$ cat config.mk
export PLATFORM = sky130hd
export DESIGN_NAME = bot_transport_end_flat
export DESIGN_NICKNAME = d
export VERILOG_FILES = /design/src/shared/bot_pkg.sv /design/src/shared/bot_link_if.sv /design/src/logic/bot_delay_line.sv /design/src/logic/bot_transport_end.sv /design/src/flat_wrapper.sv
export VERILOG_INCLUDE_DIRS = /design/src /design/src/shared
export SDC_FILE = /design/constraint.sdc
export NUM_CORES = 1
export LEC_CHECK = 0
export BUFFER_PORTS_ARGS = -buffer_cell sky130_fd_sc_hd__buf_2
export CORE_MARGIN = 8
export CORE_UTILIZATION = 45
export CTS_CLUSTER_SIZE = 12
export DETAILED_ROUTE_END_ITERATION = 10
export PLACE_DENSITY_LB_ADDON = 0.08
export SYNTH_ARGS = -nofsm -noshare
export SYNTH_HDL_FRONTEND = slang
export SYNTH_HIERARCHICAL = 1
export SYNTH_SLANG_ARGS = --single-unit
$ cat constraint.sdc
create_clock -name link_clk -period 3.6 [get_ports link_clk]
set_input_delay 0 -clock link_clk [delete_from_list [all_inputs] [get_ports link_clk]]
set_output_delay 0 -clock link_clk [all_outputs]
set_load 0.05 [all_outputs]
$ cat src/shared/bot_regs.svh
// constants and timing counts shared by both ends of the bit-stream link
`ifndef BOT_REGS_SVH
`define BOT_REGS_SVH

`define BOT_NSTREAM       4
`define BOT_DEPTH         32
`define BOT_BASE_TAP      16
`define BOT_OFS_MIN       (-16)
`define BOT_OFS_MAX       15
`define BOT_SETTLE_BITS   32
`define BOT_REC_DIV       4
`define BOT_LINK_NS       80
`define BOT_R1_MAX_NS     500
`define BOT_R1_MAX_CYC    (`BOT_R1_MAX_NS / `BOT_LINK_NS)
`define BOT_CLK_NS        100
`define BOT_TICK_NS       200
`define BOT_TICK_CYC      ((`BOT_TICK_NS + `BOT_CLK_NS - 1) / `BOT_CLK_NS)
`define BOT_STRETCH_CYC   64
`define BOT_PROC_IDLE_CYC 255
`define BOT_OFS_RESET     8'sh00
`define BOT_RSVD_LEVEL    1'b0

`endif

$ cat src/shared/bot_pkg.sv
// types shared by both ends of the bit-stream link
package bot_pkg;

  typedef enum logic [1:0] {BOT_SRC_INPUT, BOT_SRC_ALT, BOT_SRC_PROC} bot_tick_src_t;

  typedef enum logic [1:0] {BOT_OFS_IDLE, BOT_OFS_ARMED, BOT_OFS_RUN} bot_ofs_state_t;

  typedef logic [3:0] bot_streams_t;

endpackage

$ cat src/shared/bot_link_if.sv
// one-way cable bundle between the transport end and the acquisition/processor end
interface bot_link_if (
  input wire logic link_clk
);

  // acquisition side toward the input module
  bot_pkg::bot_streams_t in_stream;
  logic                  input_second_tick;
  logic                  alternate_second_tick;
  logic                  input_valid_marker;
  logic                  input_aux_data;
  logic                  in_rsvd;

  // output module toward the downstream processor
  logic                  reconstructed_bit_clock;
  bot_pkg::bot_streams_t reconstructed_bit_stream;
  logic                  reconstructed_second_tick;
  logic                  output_valid_flag;
  logic                  output_aux_data;
  logic                  out_rsvd;

  // processor side toward the output module, on a cable of its own
  logic                  processor_side_clock;
  logic                  processor_side_second_tick;
  logic                  proc_rsvd;

  modport xport (
    input  link_clk,
    input  in_stream,
    input  input_second_tick,
    input  alternate_second_tick,
    input  input_valid_marker,
    input  input_aux_data,
    input  in_rsvd,
    output reconstructed_bit_clock,
    output reconstructed_bit_stream,
    output reconstructed_second_tick,
    output output_valid_flag,
    output output_aux_data,
    output out_rsvd,
    input  processor_side_clock,
    input  processor_side_second_tick,
    input  proc_rsvd
  );

  modport far (
    output in_stream,
    output input_second_tick,
    output alternate_second_tick,
    output input_valid_marker,
    output input_aux_data,
    output in_rsvd,
    input  reconstructed_bit_clock,
    input  reconstructed_bit_stream,
    input  reconstructed_second_tick,
    input  output_valid_flag,
    input  output_aux_data,
    input  out_rsvd,
    output processor_side_clock,
    output processor_side_second_tick,
    output proc_rsvd
  );

endinterface

$ cat src/logic/bot_delay_line.sv
// circular delay line with a variable read tap, advanced once per bit
`include "bot_regs.svh"

module bot_delay_line #(
  parameter int WIDTH = 7
) (
  // clock and reset
  input  wire logic             clk_in,
  input  wire logic             nrst_in,
  // write side
  input  wire logic             shift_in,
  input  wire logic [WIDTH-1:0] data_in,
  // read side, delay is tap plus one bit
  input  wire logic [4:0]       tap_in,
  output logic      [WIDTH-1:0] data_out
);

  logic [WIDTH-1:0] mem [`BOT_DEPTH];
  logic [4:0]       wr_ptr_reg;
  logic [4:0]       wr_ptr_next;
  logic [WIDTH-1:0] data_reg;
  wire  [4:0]       rd_ptr;

  assign wr_ptr_next = wr_ptr_reg + 5'h01;
  assign rd_ptr      = wr_ptr_reg - tap_in - 5'h01;
  assign data_out    = data_reg;

  // storage is not reset; the owner keeps the output invalid until it has refilled
  always_ff @(posedge clk_in)
  begin
    if (shift_in)
    begin
      mem[wr_ptr_reg] <= data_in;
    end
  end

  always_ff @(posedge clk_in)
  begin
    if (!nrst_in)
    begin
      wr_ptr_reg <= 5'h00;
      data_reg   <= '0;
    end
    else if (shift_in)
    begin
      wr_ptr_reg <= wr_ptr_next;
      data_reg   <= mem[rd_ptr];
    end
  end

endmodule

$ cat src/logic/bot_transport_end.sv
// transport end: input sampling, stream routing, delay offset and reconstructed output timing
`include "bot_regs.svh"

module bot_transport_end (
  // link, clocked by the link clock
  bot_link_if.xport        link,
  // reset
  input  wire logic        nrst_in,
  // delay-offset command
  input  wire logic        offset_cmd_in,
  input  wire logic signed [7:0] offset_start_in,
  input  wire logic signed [7:0] offset_rate_in,
  input  wire logic [15:0] offset_tag_in,
  // stream selection and timing setup
  input  wire logic [1:0]  active_log2_in,
  input  wire logic [7:0]  route_sel_in,
  input  wire logic [1:0]  rate_log2_in,
  input  wire logic        biphase_en_in,
  input  wire logic [1:0]  tick_src_in,
  // status
  output logic             synced_out,
  output logic [15:0]      second_count_out,
  output logic signed [7:0] applied_offset_out,
  output logic             proc_clk_active_out,
  output logic             in_monitor_tick_out,
  output logic             out_monitor_tick_out
);

  localparam int NS = `BOT_NSTREAM;
  localparam int NSYNC = NS + 6;

  // stretch counter: reload on a trigger, else run down to zero
  function automatic logic [6:0] stretch_next(input logic [6:0] cnt, input logic trig);
    logic [6:0] res;
    res = (cnt != 7'h00) ? cnt - 7'h01 : 7'h00;
    if (trig)
    begin
      res = 7'(`BOT_STRETCH_CYC);
    end
    return res;
  endfunction

  // signed add that clips to the reach of the delay line
  function automatic logic signed [7:0] ofs_clip(input logic signed [8:0] val);
    logic signed [7:0] res;
    res = val[7:0];
    if (val < 9'(`BOT_OFS_MIN))
    begin
      res = 8'(`BOT_OFS_MIN);
    end
    else if (val > 9'(`BOT_OFS_MAX))
    begin
      res = 8'(`BOT_OFS_MAX);
    end
    return res;
  endfunction

  wire logic clk = link.link_clk;

  // reset synchroniser; a reset after any clock rate change restarts every counter
  logic nrst_meta_reg;
  logic nrst_reg;
  always_ff @(posedge clk)
  begin
    nrst_meta_reg <= nrst_in;
    nrst_reg      <= nrst_meta_reg;
  end

  // pin synchronisers: streams, input tick, alternate tick, valid, aux, proc clock, proc tick
  logic [NSYNC-1:0] meta_reg;
  logic [NSYNC-1:0] sync_reg;
  logic [3:0]       edge_prev_reg;
  always_ff @(posedge clk)
  begin
    meta_reg <= {link.processor_side_second_tick, link.processor_side_clock, link.input_aux_data,
                 link.input_valid_marker, link.alternate_second_tick, link.input_second_tick,
                 link.in_stream};
    sync_reg <= meta_reg;
  end

  wire bot_pkg::bot_streams_t in_samp = sync_reg[NS-1:0];
  wire logic in_tick     = sync_reg[NS];
  wire logic alt_tick    = sync_reg[NS+1];
  wire logic in_valid    = sync_reg[NS+2];
  wire logic in_aux      = sync_reg[NS+3];
  wire logic proc_clk    = sync_reg[NS+4];
  wire logic proc_tick   = sync_reg[NS+5];

  // tick source choice; the processor tick is optional so standalone use needs none
  wire bot_pkg::bot_tick_src_t src = bot_pkg::bot_tick_src_t'(tick_src_in);
  logic sel_tick;
  always_comb
  begin
    unique case (src)
      bot_pkg::BOT_SRC_INPUT: sel_tick = in_tick;
      bot_pkg::BOT_SRC_ALT:   sel_tick = alt_tick;
      bot_pkg::BOT_SRC_PROC:  sel_tick = proc_tick;
      default:                sel_tick = in_tick;
    endcase
  end
  wire logic sel_prev   = (src == bot_pkg::BOT_SRC_ALT) ? edge_prev_reg[1] :
                          (src == bot_pkg::BOT_SRC_PROC) ? edge_prev_reg[3] : edge_prev_reg[0];
  wire logic tick_edge  = sel_tick & ~sel_prev;
  wire logic pclk_edge  = proc_clk & ~edge_prev_reg[2];

  // bit clock phase and bit cells; one bit spans 2^rate bit clock cycles
  logic [1:0] phase_reg;
  logic [2:0] cell_reg;
  wire logic [2:0] cell_last = 3'((1 << rate_log2_in) - 1);
  wire logic cell_end        = (phase_reg == 2'(`BOT_REC_DIV - 1));
  wire logic bit_end         = cell_end && (cell_reg == cell_last);

  // routing: output j takes active input sel_j, out-of-set picks are flagged
  bot_pkg::bot_streams_t routed;
  bot_pkg::bot_streams_t route_ok;
  always_comb
  begin
    for (int j = 0; j < NS; j++)
    begin
      routed[j]   = in_samp[route_sel_in[2*j +: 2]];
      route_ok[j] = ({2'b00, route_sel_in[2*j +: 2]} < 4'(1 << active_log2_in));
    end
  end

  // offset model state
  bot_pkg::bot_ofs_state_t ofs_state_reg;
  logic signed [7:0] ofs_reg;
  logic signed [7:0] rate_reg;
  logic signed [7:0] start_reg;
  logic [15:0]       tag_reg;
  logic [15:0]       sec_reg;
  logic [5:0]        settle_reg;
  logic              tick_pend_reg;
  logic [11:0]       pidle_reg;
  logic [6:0]        in_mon_reg;
  logic [6:0]        out_mon_reg;

  wire logic [4:0] tap = 5'(`BOT_BASE_TAP + ofs_reg);
  wire logic       synced = (ofs_state_reg != bot_pkg::BOT_OFS_ARMED) && (settle_reg == 6'h00);

  // delay line entry: streams, tick, carried valid, aux; tick rides with the data
  wire logic [NS+2:0] dl_in = {in_aux, in_valid, tick_pend_reg | tick_edge, routed};
  logic [NS+2:0]      dl_out;

  bot_delay_line #(
    .WIDTH (NS + 3)
  ) u_delay (
    .clk_in   (clk),
    .nrst_in  (nrst_reg),
    .shift_in (bit_end),
    .data_in  (dl_in),
    .tap_in   (tap),
    .data_out (dl_out)
  );

  always_ff @(posedge clk)
  begin
    if (!nrst_reg)
    begin
      edge_prev_reg <= 4'h0;
      phase_reg     <= 2'h0;
      cell_reg      <= 3'h0;
      tick_pend_reg <= 1'b0;
      pidle_reg     <= 12'h000;
    end
    else
    begin
      edge_prev_reg <= {proc_tick, proc_clk, alt_tick, in_tick};
      phase_reg     <= phase_reg + 2'h1;
      if (cell_end)
      begin
        cell_reg <= bit_end ? 3'h0 : cell_reg + 3'h1;
      end
      // a tick seen in a write cycle goes straight into that entry; keeping it pending would mark two bits
      tick_pend_reg <= (tick_edge | tick_pend_reg) & ~bit_end;
      if (pclk_edge)
      begin
        pidle_reg <= 12'h000;
      end
      else if (pidle_reg != 12'(`BOT_PROC_IDLE_CYC))
      begin
        pidle_reg <= pidle_reg + 12'h001;
      end
    end
  end

  // second count, tagged start and per-second rate
  always_ff @(posedge clk)
  begin
    if (!nrst_reg)
    begin
      ofs_state_reg <= bot_pkg::BOT_OFS_IDLE;
      ofs_reg       <= `BOT_OFS_RESET;
      rate_reg      <= 8'sh00;
      start_reg     <= 8'sh00;
      tag_reg       <= 16'h0000;
      sec_reg       <= 16'h0000;
      settle_reg    <= 6'(`BOT_SETTLE_BITS);
    end
    else
    begin
      if (tick_edge)
      begin
        sec_reg <= sec_reg + 16'h0001;
      end
      if (bit_end && settle_reg != 6'h00)
      begin
        settle_reg <= settle_reg - 6'h01;
      end
      unique case (ofs_state_reg)
        bot_pkg::BOT_OFS_IDLE, bot_pkg::BOT_OFS_RUN:
        begin
          if (tick_edge && ofs_state_reg == bot_pkg::BOT_OFS_RUN && rate_reg != 8'sh00)
          begin
            ofs_reg    <= ofs_clip(9'(ofs_reg) + 9'(rate_reg));
            settle_reg <= 6'(`BOT_SETTLE_BITS);
          end
        end
        bot_pkg::BOT_OFS_ARMED:
        begin
          if (tick_edge && sec_reg + 16'h0001 == tag_reg)
          begin
            ofs_reg       <= ofs_clip(9'(start_reg));
            settle_reg    <= 6'(`BOT_SETTLE_BITS);
            ofs_state_reg <= bot_pkg::BOT_OFS_RUN;
          end
        end
        default:
        begin
          ofs_state_reg <= bot_pkg::BOT_OFS_IDLE;
        end
      endcase
      // a new command overrides any model in progress and waits for its tag
      if (offset_cmd_in)
      begin
        start_reg     <= offset_start_in;
        rate_reg      <= offset_rate_in;
        tag_reg       <= offset_tag_in;
        ofs_state_reg <= bot_pkg::BOT_OFS_ARMED;
      end
    end
  end

  // output launch, registered on the same edge as the bit clock rises
  logic                  rclk_reg;
  bot_pkg::bot_streams_t rbs_reg;
  logic                  rtick_reg;
  logic                  rvalid_reg;
  logic                  raux_reg;
  bot_pkg::bot_streams_t bad_reg;
  logic                  tick_prev_reg;

  wire logic valid_next = synced & dl_out[NS+1];
  wire logic first_half = (phase_reg < 2'(`BOT_REC_DIV / 2));
  wire logic launch     = (phase_reg == 2'h0);
  wire bot_pkg::bot_streams_t bit_bad = ~route_ok | {NS{~valid_next}};
  // second half toggles only for a bad bit, so plain streams read fully valid
  wire bot_pkg::bot_streams_t line_next = first_half ? dl_out[NS-1:0] : dl_out[NS-1:0] ^ bad_reg;
  // one bit clock cycle of the first cell, clipped to 500 ns; an entry re-read after a one-bit tap
  // step must not stretch the tick
  wire logic tick_next = dl_out[NS] && !tick_prev_reg && cell_reg == 3'h0 && {30'h0, phase_reg} < `BOT_R1_MAX_CYC;

  always_ff @(posedge clk)
  begin
    if (!nrst_reg)
    begin
      rclk_reg    <= 1'b0;
      rbs_reg     <= '0;
      rtick_reg   <= 1'b0;
      rvalid_reg  <= 1'b0;
      raux_reg    <= 1'b0;
      in_mon_reg  <= 7'h00;
      out_mon_reg <= 7'h00;
      bad_reg     <= '0;
      tick_prev_reg <= 1'b0;
    end
    else
    begin
      rclk_reg    <= first_half;
      rbs_reg     <= line_next;
      rtick_reg   <= tick_next;
      raux_reg    <= dl_out[NS+2];
      // validity frozen per bit clock cycle, so the receiver never sees it move inside a half cell
      if (launch)
      begin
        rvalid_reg <= valid_next;
        bad_reg    <= biphase_en_in ? bit_bad : '0;
      end
      if (bit_end)
      begin
        tick_prev_reg <= dl_out[NS];
      end
      in_mon_reg  <= stretch_next(in_mon_reg, tick_edge);
      out_mon_reg <= stretch_next(out_mon_reg, tick_next & ~rtick_reg);
    end
  end

  // all cable lines driven, reserved line held constant, outputs only
  assign link.reconstructed_bit_clock   = rclk_reg;
  assign link.reconstructed_bit_stream  = rbs_reg;
  assign link.reconstructed_second_tick = rtick_reg;
  assign link.output_valid_flag         = rvalid_reg;
  assign link.output_aux_data           = raux_reg;
  assign link.out_rsvd                  = `BOT_RSVD_LEVEL;

  assign synced_out           = synced;
  assign second_count_out     = sec_reg;
  assign applied_offset_out   = ofs_reg;
  assign proc_clk_active_out  = (pidle_reg != 12'(`BOT_PROC_IDLE_CYC));
  assign in_monitor_tick_out  = (in_mon_reg != 7'h00);
  assign out_monitor_tick_out = (out_mon_reg != 7'h00);

endmodule

$ cat src/flat_wrapper.sv
// flat-port wrapper written by rule: the top's interface ports become plain ports
module bot_transport_end_flat 
  (nrst_in, offset_cmd_in, offset_start_in, offset_rate_in, offset_tag_in, active_log2_in, route_sel_in, rate_log2_in, biphase_en_in, tick_src_in, synced_out, second_count_out, applied_offset_out, proc_clk_active_out, in_monitor_tick_out, out_monitor_tick_out, link_clk, link_in_stream, link_input_second_tick, link_alternate_second_tick, link_input_valid_marker, link_input_aux_data, link_in_rsvd, link_reconstructed_bit_clock, link_reconstructed_bit_stream, link_reconstructed_second_tick, link_output_valid_flag, link_output_aux_data, link_out_rsvd, link_processor_side_clock, link_processor_side_second_tick, link_proc_rsvd);
  bot_link_if link_i (.link_clk(link_clk));
  input  wire logic nrst_in;
  input  wire logic offset_cmd_in;
  input  wire logic signed [7:0] offset_start_in;
  input  wire logic signed [7:0] offset_rate_in;
  input  wire logic [15:0] offset_tag_in;
  input  wire logic [1:0] active_log2_in;
  input  wire logic [7:0] route_sel_in;
  input  wire logic [1:0] rate_log2_in;
  input  wire logic biphase_en_in;
  input  wire logic [1:0] tick_src_in;
  output logic synced_out;
  output logic [15:0] second_count_out;
  output logic signed [7:0] applied_offset_out;
  output logic proc_clk_active_out;
  output logic in_monitor_tick_out;
  output logic out_monitor_tick_out;
  input wire logic link_clk;
  input wire logic [$bits(link_i.in_stream)-1:0] link_in_stream;
  input wire logic [$bits(link_i.input_second_tick)-1:0] link_input_second_tick;
  input wire logic [$bits(link_i.alternate_second_tick)-1:0] link_alternate_second_tick;
  input wire logic [$bits(link_i.input_valid_marker)-1:0] link_input_valid_marker;
  input wire logic [$bits(link_i.input_aux_data)-1:0] link_input_aux_data;
  input wire logic [$bits(link_i.in_rsvd)-1:0] link_in_rsvd;
  output wire logic [$bits(link_i.reconstructed_bit_clock)-1:0] link_reconstructed_bit_clock;
  output wire logic [$bits(link_i.reconstructed_bit_stream)-1:0] link_reconstructed_bit_stream;
  output wire logic [$bits(link_i.reconstructed_second_tick)-1:0] link_reconstructed_second_tick;
  output wire logic [$bits(link_i.output_valid_flag)-1:0] link_output_valid_flag;
  output wire logic [$bits(link_i.output_aux_data)-1:0] link_output_aux_data;
  output wire logic [$bits(link_i.out_rsvd)-1:0] link_out_rsvd;
  input wire logic [$bits(link_i.processor_side_clock)-1:0] link_processor_side_clock;
  input wire logic [$bits(link_i.processor_side_second_tick)-1:0] link_processor_side_second_tick;
  input wire logic [$bits(link_i.proc_rsvd)-1:0] link_proc_rsvd;
  assign link_i.in_stream = link_in_stream;
  assign link_i.input_second_tick = link_input_second_tick;
  assign link_i.alternate_second_tick = link_alternate_second_tick;
  assign link_i.input_valid_marker = link_input_valid_marker;
  assign link_i.input_aux_data = link_input_aux_data;
  assign link_i.in_rsvd = link_in_rsvd;
  assign link_reconstructed_bit_clock = link_i.reconstructed_bit_clock;
  assign link_reconstructed_bit_stream = link_i.reconstructed_bit_stream;
  assign link_reconstructed_second_tick = link_i.reconstructed_second_tick;
  assign link_output_valid_flag = link_i.output_valid_flag;
  assign link_output_aux_data = link_i.output_aux_data;
  assign link_out_rsvd = link_i.out_rsvd;
  assign link_i.processor_side_clock = link_processor_side_clock;
  assign link_i.processor_side_second_tick = link_processor_side_second_tick;
  assign link_i.proc_rsvd = link_proc_rsvd;
  bot_transport_end u_core (.link(link_i), .nrst_in(nrst_in), .offset_cmd_in(offset_cmd_in), .offset_start_in(offset_start_in), .offset_rate_in(offset_rate_in), .offset_tag_in(offset_tag_in), .active_log2_in(active_log2_in), .route_sel_in(route_sel_in), .rate_log2_in(rate_log2_in), .biphase_en_in(biphase_en_in), .tick_src_in(tick_src_in), .synced_out(synced_out), .second_count_out(second_count_out), .applied_offset_out(applied_offset_out), .proc_clk_active_out(proc_clk_active_out), .in_monitor_tick_out(in_monitor_tick_out), .out_monitor_tick_out(out_monitor_tick_out));
endmodule
==> results.toml, run 1 <==
[status]
status = "completed"

[yosys]
synth_enable_flop_cells = 224
synth_adder_area_share = 0.02860
postSynthRegisterBits = 371
async_reset_ff_frac = 0
synthFlopType = "edfxtp_1"
postSynthCellCount = 1139
ys_seq_area_frac = 0.6105
synth_nets = 1236
ys_warn_count = 6
ys_types = 69
synth.area.mux_share = 0.1192
synth_xor_area_frac = 0.04353
synth_area_um2 = 15840
syn_avg_cell_area_um2 = 13.90
yosys.area_share.simple = 0.1078
synth_compound_area_frac = 0.06146
synth_top_family_by_area = "multiplexers"

[timing]
maxSlewHeadroom = 0.1667
setup_viol = 0
hold_ws_ns = 0.08996
fin_skew_ns = 0.02483
hold_viol = 0
fmax_mhz = 314.7
period_share = 0.8826
slew_viol_final = 0
period_needed_ns = 3.177
rsz0062_at_grt = "false"
fin_setup_tns_ns = 0
worst_pin_slew_ns = 1.248

[power]
leakagePower_nw = 7.004
swShare = 0.2337
ir_worst_vdd_v = 0.0005554
power_density_nw_per_um2 = 528.5
seqPwrFrac = 0.483
p_sw_mw = 2.315
combPwrFrac = 0.091
internal-power_mw = 7.592
finalPower_mw = 9.907
clockPowerShare = 0.426

[setup_path]
r2r_slack_ns = 0.42
critPathArrivalTime_ns = 3.60
worstSetupPathType = "reg2reg"
path_max_fanout = 14
critPathCaptureType = "flip-flop"
critPathLaunchType = "flip-flop"
rr_worst_depth = 9
critical_path_required_ns = 4.02

[global_routing]
grt.overflow.total = 0
grt_usage = 0.1657
grt_pass1_wl_um = 54220
grt_pass1_vias = 9459
antenna_found_initial = 0
grt_max_degree = 51

[clock_network]
clkSinkCount = 371
clk_pin_slew_ns = 0.06
clock_path_buffers = 3
root_buffer = "clkbuf_16"
h-tree-depth = 2
numCtsBuffers = 42
clk_latency_ns = 0.55
cts_tree = "built"

[finish]
regArea_um2 = 9671
final_cells = 1796
fin_area_um2 = 18750
layout-drive-gt1-share = 0.2133
diodes = 0
fin_nets = 1404
area_growth_pct = 18.37
largest_reg_flops = 224
multi_input_area_um2 = 5729
fill_cells = 2879

[placed_design]
gp_congestion = 0.8131
dp_cells = 1672
placed_area_um2 = 16890
dp_hpwl_um = 22820
portBuffers = 95

[die]
core_area_um2 = 34630
die-height_um = 203.6
fp.dieArea_um2 = 41450
io-pin-count = 99
die_w_um = 203.6
rows = 68
initial_core_util = 0.4574

[route]
viasPerCell = 5.247
drc = 0
firstDrtPassIters = 5
via_count = 9423
drtIter0Drc = 477
drt-wirelength-per-cell_um = 19.21
ant_nets = 0
drt-total-wl_um = 34510

[worst_hold_path]
hp-class = "in2reg"
worstHoldPathCells = 2

[job]
drv_cap = 0
## layer usage
layer,GRT usage,up-vias,share of wire
li1,-,4544,-
met5,0,-,0
met1,0.2227,4653,0.46
met4,0.04610,0,0.019
met3,0.02856,49,0.040
met2,0.2742,177,0.48
## cell families after synthesis
| logic type | Yosys count |
|---|---|
| flip-flops | 371 |
| XOR/XNOR | 77 |
| AND/OR/NAND/NOR | 324 |
| multiplexers | 112 |
| AO/OA/AOI/OAI | 131 |
| other | 1 |
| buffers and inverters | 88 |
| adder cells (fa/ha/maj) | 35 |
## critical path, stage by stage (launching register included)
cell     delay (ns)
dfxtp_1        0.53
ha_1           0.33
nand3_1        0.25
nor2_4         0.26
nand3_1        0.09
a22o_1         0.25
nor4_2         0.48
nand2_1        0.15
and3_1         0.42
a22o_1         0.30
## power by group through the flow
stage	Sequential [mW]	Combinational (mW)	Clock, mW
after floorplan	4.85	0.645	0
after global placement	4.87	0.857	0
after detailed placement	4.88	0.872	0
after CTS	4.79	0.915	4.34
after global routing	4.80	1.01	4.49
final	4.78	0.899	4.22
## path summary, 6_finish.rpt
path                                                     end                  startpoint
worst max register to register  u_core/applied_offset_out[1]  u_core/second_count_out[0]
worst max-delay path            u_core/applied_offset_out[1]  u_core/second_count_out[0]
worst min register to register            u_core/sync_reg[3]          u_core/meta_reg[3]
worst min-delay path                      u_core/meta_reg[1]           link_in_stream[1]
## area by class of cell
class                   count  area share
repair buffers            179     0.06714
multi-input cells         680      0.3056
flip-flops and latches    371      0.5159
clock buffers              60     0.06407
clock inverters            18     0.01035
well taps                 455     0.03037
inverters                  33    0.006608
## per-stage QoR
stage / setup WS (ns) / utilization
floorplan: 0.6520 / -
global placement: 0.4597 / 0.4878
detailed placement: 0.3810 / 0.4878
CTS: 0.3761 / 0.5414
global route: 0.1601 / 0.5414
finish: 0.4226 / 0.5414
## cells in the mapped netlist (all sizes together), types with 2 or more instances
library cell    n  area share
edfxtp        224        0.42
a21o            7      0.0033
a22o            2      0.0011
a21oi          11      0.0035
a31oi           2     0.00079
nor2           66       0.016
mux2            7      0.0050
mux2i          45       0.028
xor2           30       0.018
and3           23      0.0092
nor3           24      0.0076
or3             4      0.0016
mux4           60       0.086
clkbuf         26      0.0068
o211ai          4      0.0019
ha             33       0.026
xnor2          47       0.026
nor2b          41       0.016
nand4          19      0.0075
o21ai          41       0.013
and2           37       0.015
a32o            3      0.0019
a22oi           4      0.0028
o31a            9      0.0050
or2             4      0.0016
a21boi         22       0.010
nand3b          3      0.0014
nand3          21      0.0070
inv            33      0.0078
o21a            7      0.0033
dfxtp         147        0.19
a41oi           8      0.0077
fa              2      0.0025
buf            29       0.014
nor4            7      0.0032
nand2b         13      0.0051
nand2          56       0.013
## placed cells by master, fill, tap and decap left out, drive strengths merged, types with 19 or more instances in the layout
| cell type | synthesis | final |
|---|---|---|
| inv | 33 | 33 |
| dlygate4sd3 | 0 | 46 |
| and2 | 37 | 37 |
| dfxtp | 147 | 147 |
| xor2 | 30 | 30 |
| edfxtp | 224 | 224 |
| xnor2 | 47 | 47 |
| mux4 | 60 | 60 |
| a21boi | 22 | 22 |
| mux2i | 45 | 45 |
| nand3 | 21 | 21 |
| nor2b | 41 | 41 |
| nand4 | 19 | 19 |
| nor3 | 24 | 24 |
| and3 | 23 | 23 |
| buf | 29 | 133 |
| clkbuf | 26 | 60 |
| nand2 | 56 | 56 |
| ha | 33 | 33 |
| o21ai | 41 | 41 |
| nor2 | 66 | 66 |
## repair_timing
action	CTS	global route
endpoints found under the hold margin	47	0
hold buffers	46	0
gates resized for setup	0	0
buffers inserted	0	0
No activity file was read; power rests on OpenSTA's default activity.
==> run 2, diff against run 1 <==
- ABC_AREA: default -> 1
- clock period: 3.6 -> 3.32 ns (I/O delays scaled with it)
==> run 2 against run 1 <==
Net effect: synthesized area grew 6.0%; worst hold slack worse by 0.035 ns; wire length is 22% higher; cell count grew 45%; global-route usage up 2.3 points; combinational power rose by 18%; via count increased by 37%; cell area grew 5.9%; maximum frequency rose by 15%; critical path type unchanged; critical endpoint is now u_core/u_delay/mem[31][4]; largest cell class unchanged; highest routed layer is now met5.
==> results.toml, run 2 <==
[timing]
fin_setup_tns_ns = 0
period_share = 0.8325
setup_ws_ns = 0.5560
worst_pin_slew_ns = 0.8431
rsz0062_at_grt = "false"
fmax_mhz = 361.8
setup_viol = 0
hold_ws_ns = 0.05474
period_needed_ns = 2.764
hold_viol = 0
maxSlewHeadroom = 0.4373
fin_skew_ns = 0.02145
slew_viol_final = 0

[power]
finalPower_mw = 10.46
combPwrFrac = 0.101
internal-power_mw = 7.934
swShare = 0.2417
power_density_nw_per_um2 = 526.9
leakagePower_nw = 8.811
clockPowerShare = 0.407
p_sw_mw = 2.529
seqPwrFrac = 0.492
ir_worst_vdd_v = 0.0003570

[yosys]
synth_top_family_by_area = "simple AND/OR/NAND/NOR gates"
synth_adder_area_share = 0.02697
synth_area_um2 = 16790
syn_avg_cell_area_um2 = 8.788
synth_compound_area_frac = 0.04716
synthFlopType = "edfxtp_1"
ys_seq_area_frac = 0.5758
async_reset_ff_frac = 0
postSynthRegisterBits = 371
synth.area.mux_share = 0.0005960
ys_warn_count = 6
synth_nets = 2008
synth_top_area_frac = 0.4005
yosys.area_share.simple = 0.2462
synth_common_cells = "539 x nand2_1, 267 x inv_1, 224 x edfxtp_1, 222 x nand3_1, 169 x nor2_1"
synth_enable_flop_cells = 224
synthTopCellsByArea = "edfxtp_1 40%, dfxtp_1 18%, nand2_1 12%, nand3_1 6.6%, inv_1 6.0%"
synth.most_common_cell = "nand2_1"
synth_xor_area_frac = 0.01594
postSynthCellCount = 1911
ys_types = 47
yosysTopAreaCell = "edfxtp_1"

[finish]
layout-drive-gt1-share = 0.1131
area_growth_pct = 18.25
final_common_cell = "nand2_1"
diodes = 0
final_util = 0.5412
final_cells = 2598
fin_area_um2 = 19860
largest_reg_flops = 224
mostFrequentLayoutCells = "539 x nand2_1, 267 x inv_1, 224 x edfxtp_1"
fin_nets = 2196

[clock_network]
clk_pin_slew_ns = 0.06
ctsResizeCount = 0
clkSinkCount = 371
cts_tree = "built"
cts-hold-fix-buffers = 70
root_buffer = "clkbuf_16"
h-tree-depth = 2
clk_latency_ns = 0.54
cts_setup_buffers = 0
numCtsBuffers = 41
clock_path_buffers = 3

[placed_design]
dp_cells = 2454
gp_congestion = 0.8788
placed_area_um2 = 17890
dp_hpwl_um = 27910
preCtsSetupSlack_ns = 0.5683
portBuffers = 95

[setup_path]
critPathCaptureType = "flip-flop"
cpMaxStageDelayCell = "nand2_1"
cpPeakStageDelay_ns = 0.37
path_delay_family = "simple AND/OR/NAND/NOR gates"
critPathLaunchType = "flip-flop"
critPathBufInv = 3
critical_path_required_ns = 3.55
critPathArrivalTime_ns = 3.00
crit_chain = "ha_1, o21ai_0, a21oi_1, nand2_1, inv_1, nand2_1, nor2_1, inv_1, nor3_1, buf_4"
path_max_fanout = 12
worstSetupPathType = "reg2reg"
r2r_slack_ns = 0.56

[route]
drc = 0
drt-total-wl_um = 41960
firstDrtPassIters = 5
viasPerCell = 4.952
via_count = 12870
drtIter0Drc = 781
ant_nets = 0
drt-wirelength-per-cell_um = 16.15

[global_routing]
grt_pass1_wl_um = 66150
antenna_found_initial = 1
grt_max_degree = 113
grt_usage = 0.1885
grt_pass1_vias = 12580
grt.overflow.total = 0

[die]
fp.dieArea_um2 = 43760
rows = 70
io-pin-count = 99
core_area_um2 = 36700
initial_core_util = 0.4576
die_w_um = 209.2
die-height_um = 209.2

[status]
status = "completed"

[job]
drv_cap = 0

[worst_hold_path]
hp-class = "in2reg"
run 2: cell types whose count changed in the layout (fill, tap and decap cells not counted), moves of 21 or more:
| cell | delta |
|---|---|
| mux2i_1 | -44 |
| a21oi_1 | +52 |
| dlygate4sd3_1 | +24 |
| and2_1 | -37 |
| nor2_1 | +104 |
| o21ai_0 | +27 |
| mux4_2 | -58 |
| nand2_1 | +483 |
| xnor2_1 | -41 |
| and3_1 | -21 |
| nand3_1 | +202 |
| a21boi_0 | -21 |
| inv_1 | +234 |
| nor2b_1 | -41 |
run 2: layout make-up:
cell class                      instances  area (µm²)
Fill cell                            3351       16840
Sequential cell                       371        9672
Multi-Input combinational cell       1194        5707
Timing Repair Buffer                  218        1599
Clock buffer                           64        1210
Inverter                              273        1028
Tap cell                              468       585.6
Clock inverter                         10       57.56
run 2: kinds of logic after synthesis:
| family | count (synthesis) |
|---|---|
| simple gates | 982 |
| flops | 371 |
| buf+inv | 346 |
| compound gates | 146 |
| fa+ha+maj | 35 |
| xor+xnor | 29 |
| other cells | 1 |
| mux | 1 |
run 2: final timing paths:
| path | from | endpoint | depth (start not counted) |
|---|---|---|---|
| max | u_core/phase_reg[0] | u_core/u_delay/mem[31][4] | 10 |
| min | route_sel_in[6] | u_core/bad_reg[3] | 7 |
| max reg2reg | u_core/phase_reg[0] | u_core/u_delay/mem[31][4] | 10 |
| min reg2reg | u_core/meta_reg[3] | u_core/sync_reg[3] | 0 |
run 2: worst reg2reg max path, delay by kind of cell, from the launching register on:
family	cells	cell delay (ns)
AO/OA/AOI/OAI	2	0.27
adder cells (fa/ha/maj)	1	0.30
buffers and inverters	3	0.64
flip-flops	1	0.35
AND/OR/NAND/NOR	4	0.90
run 2: metal layers:
layer	vias up	share of wire	GRT usage
met5	-	0.00019	0
met1	6050	0.44	0.2406
met4	2	0.017	0.04787
met3	44	0.048	0.03113
li1	6535	-	-
met2	235	0.49	0.3288
run 2: power groups by stage:
| stage | combinational [mW] | sequential (mW) | clock, mW |
|---|---|---|---|
| floorplan | 0.673 | 5.24 | 0 |
| global route | 1.19 | 5.16 | 4.57 |
| CTS | 1.06 | 5.14 | 4.39 |
| finish | 1.06 | 5.15 | 4.26 |
| detailed placement | 0.992 | 5.24 | 0 |
| global placement | 0.970 | 5.24 | 0 |
